**src/core/xdata_defines.vh**
```
/*
 * Register offsets, field positions, reset values and timing counts for the
 * external data access block.
 * Assumes an 8-bit special-function address space and a 4-clock machine cycle.
 */
`ifndef XDATA_DEFINES_VH
`define XDATA_DEFINES_VH

// ---------------------------------------------------------------------------
// register offsets
// ---------------------------------------------------------------------------
`define ADDR_DP_LOW        8'h82
`define ADDR_DP_HIGH       8'h83
`define ADDR_PTR_SELECT    8'h86
`define ADDR_TIMING_CTRL   8'h8E
`define ADDR_STATUS        8'h8F
`define ADDR_PORT2_LATCH   8'hA0
`define ADDR_BANK_SELECT   8'hD0
`define WREG_SPACE_TOP     8'h1F

// ---------------------------------------------------------------------------
// field positions
// ---------------------------------------------------------------------------
`define PTR_SELECT_BIT     0
`define STRETCH_MSB        2
`define STRETCH_LSB        0
`define BANK_MSB           4
`define BANK_LSB           3
`define STATUS_BUSY_BIT    0
`define STATUS_HOLD_BIT    1

// ---------------------------------------------------------------------------
// reset values and stretch field width
// ---------------------------------------------------------------------------
`define TIMING_CTRL_RESET  8'h01
`define PORT2_RESET        8'hFF
`define STRETCH_WIDTH      3

// ---------------------------------------------------------------------------
// timing counts
// ---------------------------------------------------------------------------
`define CLOCKS_PER_MCYCLE  5'd4
`define STROBE_CLOCKS_S0   5'd2
`define STROBE_START_S0    5'd1
`define STROBE_START       5'd2

`endif

```
**src/core/working_reg_mem.v**
```verilog
/*
 * Working register storage: four banks of eight bytes, one write port and
 * one read port whose data come out of a register.
 * Assumes a single clock; the clock enable freezes the read register too.
 */
`timescale 1ns/1ns
module working_reg_mem (
   input wire clk_i,
   input wire rstn_i,
   input wire ce_i,
   input wire we_i,
   input wire [4:0] waddr_i,
   input wire [7:0] wdata_i,
   input wire [4:0] raddr_i,
   output reg [7:0] rdata_o
);
   reg [7:0] mem [0:31];

   always @(posedge clk_i) begin
      if (ce_i && we_i) begin
         mem[waddr_i] <= wdata_i;
      end
   end

   // write-through so a register written just before a move is seen
   always @(posedge clk_i or negedge rstn_i) begin
      if (!rstn_i) begin
         rdata_o <= 8'h00;
      end else if (ce_i) begin
         if (we_i && (waddr_i == raddr_i)) begin
            rdata_o <= wdata_i;
         end else begin
            rdata_o <= mem[raddr_i];
         end
      end
   end
endmodule // working_reg_mem

```
**src/core/external_data_access_stretch.v**
```verilog
/*
 * External data move path: address forming from an indexed working register
 * and the port 2 latch or from one of two data pointers, with a programmable
 * stretch of the access and of the read and write strobes.
 * Assumes the core issues one move request at a time while idle, and that
 * external memory answers within the strobe width programmed.
 */
// Behaviour
// - indexed form low address from working register
// - indexed form high address from port 2
// - pointer form uses selected 16-bit pointer
// - two pointers, select bit 0 at 86h
// - other select bits unused, read zero
// - select 0 primary, 1 secondary pointer
// - fetch machine cycle, then access cycle
// - stretch from timing control bits 2..0
// - move lasts stretch plus two cycles
// - only moves stretched, CPU held meanwhile
// - stretch resets to one
// - strobe 2 clocks, else 4 per step
// - machine cycle is four clock states
// - strobes lengthen with the stretch
`timescale 1ns/1ns
`include "xdata_defines.vh"
module external_data_access_stretch (
   input wire clk_i,
   input wire rstn_i,
   input wire ce_i,
   input wire [7:0] addr_i,
   input wire [7:0] wdata_i,
   input wire wr_i,
   input wire rd_i,
   output reg [7:0] rdata_o,
   input wire move_req_i,
   input wire move_write_i,
   input wire move_ptr_i,
   input wire move_reg_i,
   input wire [7:0] move_wdata_i,
   output reg [7:0] move_rdata_o,
   output reg move_done_o,
   output reg cpu_hold_o,
   output reg busy_o,
   output reg [15:0] xaddr_o,
   input wire [7:0] xdata_i,
   output reg [7:0] xdata_o,
   output reg xdata_oe_n_o,
   output reg rd_n_o,
   output reg wr_n_o
);
   // one state per phase; a single counter times both phases
   localparam ST_IDLE = 2'd0;
   localparam ST_FETCH = 2'd1;
   localparam ST_ACCESS = 2'd2;

   // ------------------------------------------------------------------------
   // helpers
   // ------------------------------------------------------------------------
   // strobe window in access-phase counts; stretch 0 is the half-width
   // special case, every other step fills whole machine cycles
   function strobe_on;
      input [2:0] s;
      input [4:0] c;
      begin
         if (s == 3'd0) begin
            strobe_on = (c >= `STROBE_START_S0) &&
               (c < `STROBE_START_S0 + `STROBE_CLOCKS_S0);
         end else begin
            strobe_on = (c >= `STROBE_START) &&
               (c < `STROBE_START + {s, 2'b00});
         end
      end
   endfunction

   // last access count: one machine cycle per step plus the basic one
   function [4:0] access_last;
      input [2:0] s;
      begin
         access_last = {s, 2'b00} + `CLOCKS_PER_MCYCLE - 5'd1;
      end
   endfunction

   // ------------------------------------------------------------------------
   // registers
   // ------------------------------------------------------------------------
   reg [15:0] primary_data_pointer;
   reg [15:0] secondary_data_pointer;
   reg pointer_select_bit;
   reg [7:0] access_timing_control;
   reg [7:0] port2_latch;
   reg [1:0] bank;
   reg [1:0] state;
   reg [4:0] cnt;
   reg [2:0] stretch_q;
   reg dir_write;
   reg use_ptr;
   reg reg_idx;
   reg [7:0] wdata_q;

   wire [2:0] stretch_field;
   wire [15:0] sel_pointer;
   wire [7:0] wreg_data;
   wire wreg_we;
   wire [4:0] wreg_raddr;
   wire [4:0] next_cnt;
   wire next_strobe;
   wire bus_busy;

   assign stretch_field = access_timing_control[`STRETCH_MSB:`STRETCH_LSB];
   assign sel_pointer = pointer_select_bit ? secondary_data_pointer
      : primary_data_pointer;
   assign wreg_we = wr_i && (addr_i <= `WREG_SPACE_TOP);
   // only the first two registers of a bank can index a move
   assign wreg_raddr = {bank, 2'b00, reg_idx};
   assign next_cnt = cnt + 5'd1;
   assign next_strobe = strobe_on(stretch_q, next_cnt);
   assign bus_busy = (state != ST_IDLE);

   working_reg_mem u_wregs (
      .clk_i(clk_i),
      .rstn_i(rstn_i),
      .ce_i(ce_i),
      .we_i(wreg_we),
      .waddr_i(addr_i[4:0]),
      .wdata_i(wdata_i),
      .raddr_i(wreg_raddr),
      .rdata_o(wreg_data)
   );

   // ------------------------------------------------------------------------
   // register writes
   // ------------------------------------------------------------------------
   // pointer bytes follow the select bit at the time of the write
   always @(posedge clk_i or negedge rstn_i) begin
      if (!rstn_i) begin
         primary_data_pointer <= 16'h0000;
         secondary_data_pointer <= 16'h0000;
         pointer_select_bit <= 1'b0;
         access_timing_control <= `TIMING_CTRL_RESET;
         port2_latch <= `PORT2_RESET;
         bank <= 2'b00;
      end else if (ce_i && wr_i) begin
         case (addr_i)
            `ADDR_PTR_SELECT: begin
               pointer_select_bit <= wdata_i[`PTR_SELECT_BIT];
            end
            `ADDR_DP_LOW: begin
               if (pointer_select_bit) begin
                  secondary_data_pointer[7:0] <= wdata_i;
               end else begin
                  primary_data_pointer[7:0] <= wdata_i;
               end
            end
            `ADDR_DP_HIGH: begin
               if (pointer_select_bit) begin
                  secondary_data_pointer[15:8] <= wdata_i;
               end else begin
                  primary_data_pointer[15:8] <= wdata_i;
               end
            end
            `ADDR_TIMING_CTRL: begin
               access_timing_control <= wdata_i;
            end
            `ADDR_PORT2_LATCH: begin
               port2_latch <= wdata_i;
            end
            `ADDR_BANK_SELECT: begin
               bank <= wdata_i[`BANK_MSB:`BANK_LSB];
            end
            default: begin
               bank <= bank;
            end
         endcase
      end
   end

   // ------------------------------------------------------------------------
   // register reads, data one cycle after the strobe
   // ------------------------------------------------------------------------
   always @(posedge clk_i or negedge rstn_i) begin
      if (!rstn_i) begin
         rdata_o <= 8'h00;
      end else if (ce_i) begin
         if (rd_i) begin
            case (addr_i)
               `ADDR_PTR_SELECT: begin
                  rdata_o <= {7'h00, pointer_select_bit};
               end
               `ADDR_DP_LOW: begin
                  rdata_o <= sel_pointer[7:0];
               end
               `ADDR_DP_HIGH: begin
                  rdata_o <= sel_pointer[15:8];
               end
               `ADDR_TIMING_CTRL: begin
                  rdata_o <= access_timing_control;
               end
               `ADDR_PORT2_LATCH: begin
                  rdata_o <= port2_latch;
               end
               `ADDR_BANK_SELECT: begin
                  rdata_o <= {3'b000, bank, 3'b000};
               end
               `ADDR_STATUS: begin
                  rdata_o <= {6'h00, cpu_hold_o, bus_busy};
               end
               // working registers are write-only here and read as zero
               default: begin
                  rdata_o <= 8'h00;
               end
            endcase
         end else begin
            rdata_o <= 8'h00;
         end
      end
   end

   // ------------------------------------------------------------------------
   // move sequencer
   // ------------------------------------------------------------------------
   // stretch is latched at the request so a rewrite mid-move cannot
   // tear the strobe timing
   always @(posedge clk_i or negedge rstn_i) begin
      if (!rstn_i) begin
         state <= ST_IDLE;
         cnt <= 5'd0;
         stretch_q <= 3'd0;
         dir_write <= 1'b0;
         use_ptr <= 1'b0;
         reg_idx <= 1'b0;
         wdata_q <= 8'h00;
         move_rdata_o <= 8'h00;
         move_done_o <= 1'b0;
         cpu_hold_o <= 1'b0;
         busy_o <= 1'b0;
         xaddr_o <= 16'h0000;
         xdata_o <= 8'h00;
         xdata_oe_n_o <= 1'b1;
         rd_n_o <= 1'b1;
         wr_n_o <= 1'b1;
      end else if (ce_i) begin
         move_done_o <= 1'b0;
         case (state)
            ST_IDLE: begin
               // only taken while idle; a request while busy leaves no sign
               if (move_req_i) begin
                  state <= ST_FETCH;
                  cnt <= 5'd0;
                  stretch_q <= stretch_field;
                  dir_write <= move_write_i;
                  use_ptr <= move_ptr_i;
                  reg_idx <= move_reg_i;
                  wdata_q <= move_wdata_i;
                  busy_o <= 1'b1;
               end
            end
            ST_FETCH: begin
               cnt <= next_cnt;
               if (cnt == `CLOCKS_PER_MCYCLE - 5'd1) begin
                  state <= ST_ACCESS;
                  cnt <= 5'd0;
                  // address and write data launch together at the fetch end,
                  // settled a clock before any strobe falls
                  if (use_ptr) begin
                     xaddr_o <= sel_pointer;
                  end else begin
                     xaddr_o <= {port2_latch, wreg_data};
                  end
                  if (dir_write) begin
                     xdata_o <= wdata_q;
                     xdata_oe_n_o <= 1'b0;
                  end
               end
            end
            ST_ACCESS: begin
               cnt <= next_cnt;
               rd_n_o <= ~(~dir_write & next_strobe);
               wr_n_o <= ~(dir_write & next_strobe);
               // cycles beyond the basic two freeze the CPU
               // (stretch 0 leaves no such cycle, so hold stays low)
               cpu_hold_o <= (next_cnt >= `CLOCKS_PER_MCYCLE - 5'd1) &&
                  (next_cnt < access_last(stretch_q));
               // sample on the last strobe clock, while the far side still drives
               if (!dir_write && !rd_n_o && !next_strobe) begin
                  move_rdata_o <= xdata_i;
               end
               if (cnt == access_last(stretch_q)) begin
                  state <= ST_IDLE;
                  cnt <= 5'd0;
                  rd_n_o <= 1'b1;
                  wr_n_o <= 1'b1;
                  cpu_hold_o <= 1'b0;
                  xdata_oe_n_o <= 1'b1;
                  busy_o <= 1'b0;
                  move_done_o <= 1'b1;
               end
            end
            default: begin
               state <= ST_IDLE;
            end
         endcase
      end
   end
endmodule // external_data_access_stretch

```
**config.mk**
```make
export PLATFORM = sky130hd
export DESIGN_NAME = external_data_access_stretch
export DESIGN_NICKNAME = d
export VERILOG_FILES = /design/src/core/working_reg_mem.v /design/src/core/external_data_access_stretch.v
export VERILOG_INCLUDE_DIRS = /design/src /design/src/core
export SDC_FILE = /design/constraint.sdc
export NUM_CORES = 1
export LEC_CHECK = 0
export BUFFER_PORTS_ARGS = -buffer_cell sky130_fd_sc_hd__buf_4
export CAP_MARGIN = 20
export CELL_PAD_IN_SITES_DETAIL_PLACEMENT = 0
export CELL_PAD_IN_SITES_GLOBAL_PLACEMENT = 1
export CORE_MARGIN = 10
export CORE_UTILIZATION = 30
export CTS_BUF_LIST = sky130_fd_sc_hd__clkbuf_8 sky130_fd_sc_hd__clkbuf_16
export DETAILED_ROUTE_END_ITERATION = 8
export PLACE_DENSITY_LB_ADDON = 0.1
export SKIP_CTS_REPAIR_TIMING = 1
export SYNTH_ARGS = -nofsm -noshare
export SYNTH_HDL_FRONTEND = slang
export SYNTH_SLANG_ARGS = --single-unit
```
**constraint.sdc**
```tcl
create_clock -name clk_i -period 6.7 [get_ports clk_i]
set_input_delay 0.335 -clock clk_i [delete_from_list [all_inputs] [get_ports clk_i]]
set_output_delay 0.335 -clock clk_i [all_outputs]
set_load 0.01 [all_outputs]
```
; ---- Word-level counts from Yosys, hierarchy flattened
; Memory sizes are Yosys's and may differ from the RTL's. A register that Yosys moved wholly into a read port is not among the register bits.
; Index checks and enable logic that the tools add are counted.
[totals]
ff_bits = 118
ramBits = 256
inputBits = 41
word_cells = 120
n_memories = 1
[memory_table]
columns = name, words, word_bits, read_ports, rd_ports_with_merged_regs, wr, line_no
row1 = u_wregs.mem, 32, 8, 1, 1, 1, working_reg_mem.v:17  ; reg [7:0] mem [0:31];
[op_classes]
addsub = 4
n_lt_le_gt_ge = 7
eq_ne = 15
muxes = 27
bitwise_logic = 6
n_reduce_logical = 35
[op_table]
columns = cell, count
row1 = $eq 8x8->1 const B, 7
row2 = $pmux 8 s7, 1
row3 = $mux 16, 2
row4 = $reduce_and 3->1, 8
row5 = $mux 5, 3
row6 = $pmux 5 s3, 1
row7 = $mux 1, 13
row8 = $reduce_and 4->1, 3
row9 = $ge 5x2->1 const B, 2
row10 = $lt 5x5->1, 2
row11 = $reduce_and 2->1, 5
row12 = $le 8x5->1 const B, 1
row13 = $logic_and 1x1->1, 8
row14 = $mux 8, 1
row15 = $ne 2x2->1 const B, 4
row16 = $mux 2, 3
row17 = $pmux 2 s3, 1
row18 = $reduce_bool 2->1, 3
row19 = $add 2x5->5 const A, 1
row20 = $add 5x1->5 const B, 1
row21 = $add 5x3->5 const B, 1
row22 = $eq 5x2->1 const B, 1
row23 = $eq 5x5->1, 1
row24 = $ge 5x1->1 const B, 1
row25 = 12 further kinds, 20

; ---- Longest topological paths before layout
[logic_depth]
word_depth = 7
ltp_mapped = 10
mapped_depth_nobuf = 10

; ---- Modules after synthesis
; From an unflattened synthesis, not the netlist that was laid out.
[hier_totals]
cells_unflattened = 1054
area_unflattened_um2 = 16113.0
[modules_own_cells]
columns = module, instances, cells_each, area_each_um2, seq_area_each_um2
row1 = working_reg_mem, 1, 584, 10552.6, 7887.6
row2 = external_data_access_stretch, 1, 470, 5560.3, 2967.8

; ---- Worst setup path after synthesis
; No wires, ideal clock.
[synth_path]
path_type = flip-flop to flip-flop
from = register cnt[0]
to = register move_rdata_o[0]
setup_time_ns = 0.125
arrival_ns = 2.897
setup_slack_ns = 3.678
path_stages_with_launch = 11
period_less_slack_ns = 3.022
cell_sequence = dfrtp_1 ha_1 and3_1 xor2_1 ha_1 or3b_1 mux2i_1 or3_1 a211oi_1 nor4b_4 mux2_2
[synth_between]
elab_chain_cells = 7
elab_cells_between_ends = 11
classes_between = 1 x add/sub / 4 x order compare / 1 x mux / 5 x reduce/logical
[synth_lines]
columns = element, line_no
row1 = from (decl), external_data_access_stretch.v:92  ; reg [4:0] cnt;
row2 = from (signal assigned), external_data_access_stretch.v:257  ; cnt <= next_cnt;
row3 = from (signal assigned), external_data_access_stretch.v:275  ; cnt <= next_cnt;
row4 = $add 5x1->5 *, external_data_access_stretch.v:114  ; assign next_cnt = cnt + 5'd1;
row5 = $ge 5x2->1 (no source line) (tied with other cells), --
row6 = $logic_and 1x1->1 (on tied branches), "external_data_access_stretch.v:68, external_data_access_stretch.v:65"
row7 = $mux 1 *, external_data_access_stretch.v:64  ; if (s == 3'd0) begin
row8 = $logic_not 1->1 *, external_data_access_stretch.v:283  ; if (!dir_write && !rd_n_o && !next_strobe) begin
row9 = $logic_and 1x1->1 *, external_data_access_stretch.v:283
row10 = $reduce_and 3->1 (no source line) *, --
row11 = to (signal assigned), external_data_access_stretch.v:284  ; move_rdata_o <= xdata_i;
row12 = to (decl), external_data_access_stretch.v:39  ; output reg [7:0] move_rdata_o,
; Mark *: on every way between the ends. The rest lies on a longest branch, timed or not.
; A chain may end at the register's enable or synchronous reset.

; ---- Worst setup path after layout
[layout_path]
from = register cnt[0]
to = register move_rdata_o[6]
; Same word-level chain as after synthesis.

==> results.json <==
{
  "core_um2": 27900,
  "firstDrtPassIters": 4,
  "status": "finished, violations left",
  "yosysUniqueCellTypes": 62,
  "netSwitchingFraction_pct": 30.1,
  "synth_edf_count": 64,
  "violations": "hold timing",
  "portBuffers": 86,
  "cp_max_fo": 9,
  "synth_area_um2": 8500,
  "viasPerCell": 4.87,
  "yosys-top-cells-area": "dfrtp_1 34%, edfxtp_1 23%, mux2_2 12%",
  "p_clk_share_pct": 33.2,
  "cp-end-kind": "flop",
  "worst_pin_slew_ns": 0.970,
  "cts_tree": "yes",
  "area_delta_synth_final_pct": 19.6,
  "rows": 61,
  "synth-seq-cells": 190,
  "hold_class": "input port to async pin",
  "ys_seq_area_share_pct": 59.9,
  "switchingPower_uw": 934,
  "io-pin-count": 87,
  "dp_worst_setup_slack_ns": 3.34,
  "antennaDiodeCount": 0,
  "htreeDepth": 4,
  "finalHoldViolations": 4,
  "synthCells": 629,
  "clock_path_buffers": 2,
  "vias": 5368,
  "critical_path_class": "flop to flop",
  "p_int_uw": 2170,
  "synth_fp_nets": 679,
  "clk_latency_ns": 0.43,
  "start_util_pct": 30.5,
  "nets": 762,
  "cap_violations": 0,
  "cts.sinks": 190,
  "fmax_mhz": 297,
  "yosysWarnings": 0,
  "wl_per_cell_um": 20.8,
  "hpwl_um": 16300,
  "grt_pass1_vias": 5797,
  "ir_drop_mv": 0.153,
  "wirelength_um": 23000,
  "cp.required_ns": 7.01,
  "grt_max_degree": 66,
  "synth_top_area_cell": "dfrtp_1",
  "grt_pass1_wl_um": 35700,
  "fin_skew_ns": 0.0175,
  "grt_overflow": 0,
  "finalInstanceArea_um2": 10200,
  "finalSetupTns_ns": 0,
  "place.gp.congestion": 0.772,
  "die_h_um": 188,
  "synth_ff_type": "dfrtp_1",
  "sequentialPowerShare_pct": 45.4,
  "drv_slew": 0,
  "grtUsageTotal_pct": 13.1,
  "p_per_area_nw_per_um2": 306,
  "antenna_found_initial": 0,
  "placed_cell_area_um2": 9550,
  "die_area_um2": 35400,
  "setup_violations": 0,
  "drc": 0,
  "period_minus_slack_ns": 3.37,
  "cp-start-kind": "flop",
  "avgSynthCellArea_um2": 13.5,
  "synth_top_area_share_pct": 33.6,
  "setup_ws_ns": 3.33,
  "fin_crit_sh_pct": 50.2,
  "critical_path_arrival_ns": 3.68,
  "relSlewSlack_pct": 35.3,
  "rsz0062_at_grt": "no",
  "power_frac_comb_pct": 21.4,
  "ant_nets": 0,
  "drt_first_iter_violations": 374,
  "root_buffer": "clkbuf_16",
  "die_w_um": 188,
  "clkSlewWorstSetupHoldPaths_ns": 0.08,
  "holdWs_ns": -0.0193,
  "leakagePower_uw": 0.00424,
  "numCtsBuffers": 17,
  "drive_above_1_share_pct": 34.9,
  "async_flop_share_pct": 66.3
}
-- cells in the final DEF (no fill, tap or decap), types with 4 or more instances in the layout --
cell type	netlist	layout
o22ai_1	10	10
nor3_1	7	7
and2_1	4	4
a22o_1	6	6
nand4_1	6	6
a31oi_1	4	4
edfxtp_1	64	64
nor2b_1	6	6
a22oi_1	7	7
inv_8	0	5
mux4_2	16	16
o21ai_0	31	31
mux2_2	89	89
clkbuf_16	0	18
dfstp_2	12	12
inv_1	24	24
nand2_1	47	47
nor2_1	29	29
mux2i_1	26	26
dfrtp_1	114	114
xor2_1	6	6
ha_1	9	9
buf_4	0	94
a21oi_1	20	20
o211ai_1	9	9
-- routing by layer --
| layer | global-route usage [%] | part of all wire (%) | up-vias |
|---|---|---|---|
| met5 | 0 | 0 | - |
| met4 | 3.11 | 1.1 | 0 |
| met3 | 2.64 | 3.1 | 15 |
| met2 | 21.4 | 49 | 89 |
| met1 | 17.5 | 47 | 2767 |
| li1 | - | - | 2497 |
-- kinds of logic after synthesis --
group,share of synthesized area [%]
AOI/OAI and AO/OA,8.04
buffers and inverters,2.55
adders and majority gates,1.33
and+or+nand+nor,8.14
DFF,59.9
xor gates and xnor gates,0.928
muxes,19.1
-- state kept, by name, indices dropped and copies added (netlist names), 3 cells and up --
signal,cells
port2_latch,8
move_rdata_o,8
xaddr_o,16
cnt,5
wdata_q,8
secondary_data_pointer,16
stretch_q,3
u_wregs.mem,64
primary_data_pointer,16
rdata_o,8
xdata_o,8
u_wregs.rdata_o,8
access_timing_control,8
-- synth_stat cells (4+ instances only) --
cell / n
nor2b_1: 6
mux2_2: 89
clkbuf_1: 22
buf_2: 5
mux4_2: 16
nand4_1: 6
a22oi_1: 7
dfstp_2: 12
a31oi_1: 4
inv_1: 24
nor3_1: 7
edfxtp_1: 64
a21oi_1: 20
nand2_1: 47
xor2_1: 6
ha_1: 9
and2_1: 4
o211ai_1: 9
nor2_1: 29
o22ai_1: 10
mux2i_1: 26
a22o_1: 6
dfrtp_1: 114
o21ai_0: 31
-- layout make-up --
cell class,count,area [µm²]
flip-flops and latches,190,5090
clock buffers,18,450
multi-input cells,385,3190
repair buffers,94,706
fillers,2734,17700
inverters,24,90.1
clock inverters,14,159
well taps,378,473
-- power by group through the flow --
stage          sequential (µW)  combinational, µW  clock, µW
2_1_floorplan             1430                409          0
3_3_place_gp              1430                672          0
3_5_place_dp              1440                682          0
4_1_cts                   1410                684       1070
5_1_grt                   1430                740       1130
6_report                  1410                664       1030
-- critical path, cell delays in order (launching register included) --
cell      delay, ns
dfrtp_1        0.48
ha_1           0.32
and3_1         0.23
xor2_1         0.16
ha_1           0.32
or3b_1         0.35
mux2i_1        0.17
or3_1          0.14
a211oi_1       0.08
nor4b_4        0.59
mux2_2         0.40
-- metrics by stage --
stage / total power, µW / instances / util [%]
2_1_floorplan: 1830 / 629 / -
3_3_place_gp: 2100 / 1071 / 34.3
3_5_place_dp: 2120 / 1071 / 34.3
4_1_cts: 3160 / 1103 / 36.5
5_1_grt: 3290 / 1103 / 36.5
6_report: 3100 / 1103 / 36.5
-- worst paths after layout --
kind                                       endpoint  slack [ns]  cells past startpoint            start
setup / recovery                    move_rdata_o[6]        3.33                     10           cnt[0]
hold / removal                               cnt[4]       -0.02                      1           rstn_i
setup reg to reg                    move_rdata_o[6]        3.33                     10           cnt[0]
hold reg to reg                          xaddr_o[5]        0.49                      2       xaddr_o[5]
max in group asynchronous  access_timing_control[3]        5.31                      2           rstn_i
min in group clk_i                       wdata_q[2]        0.14                      2  move_wdata_i[2]
(Power assumes the default switching activity.)
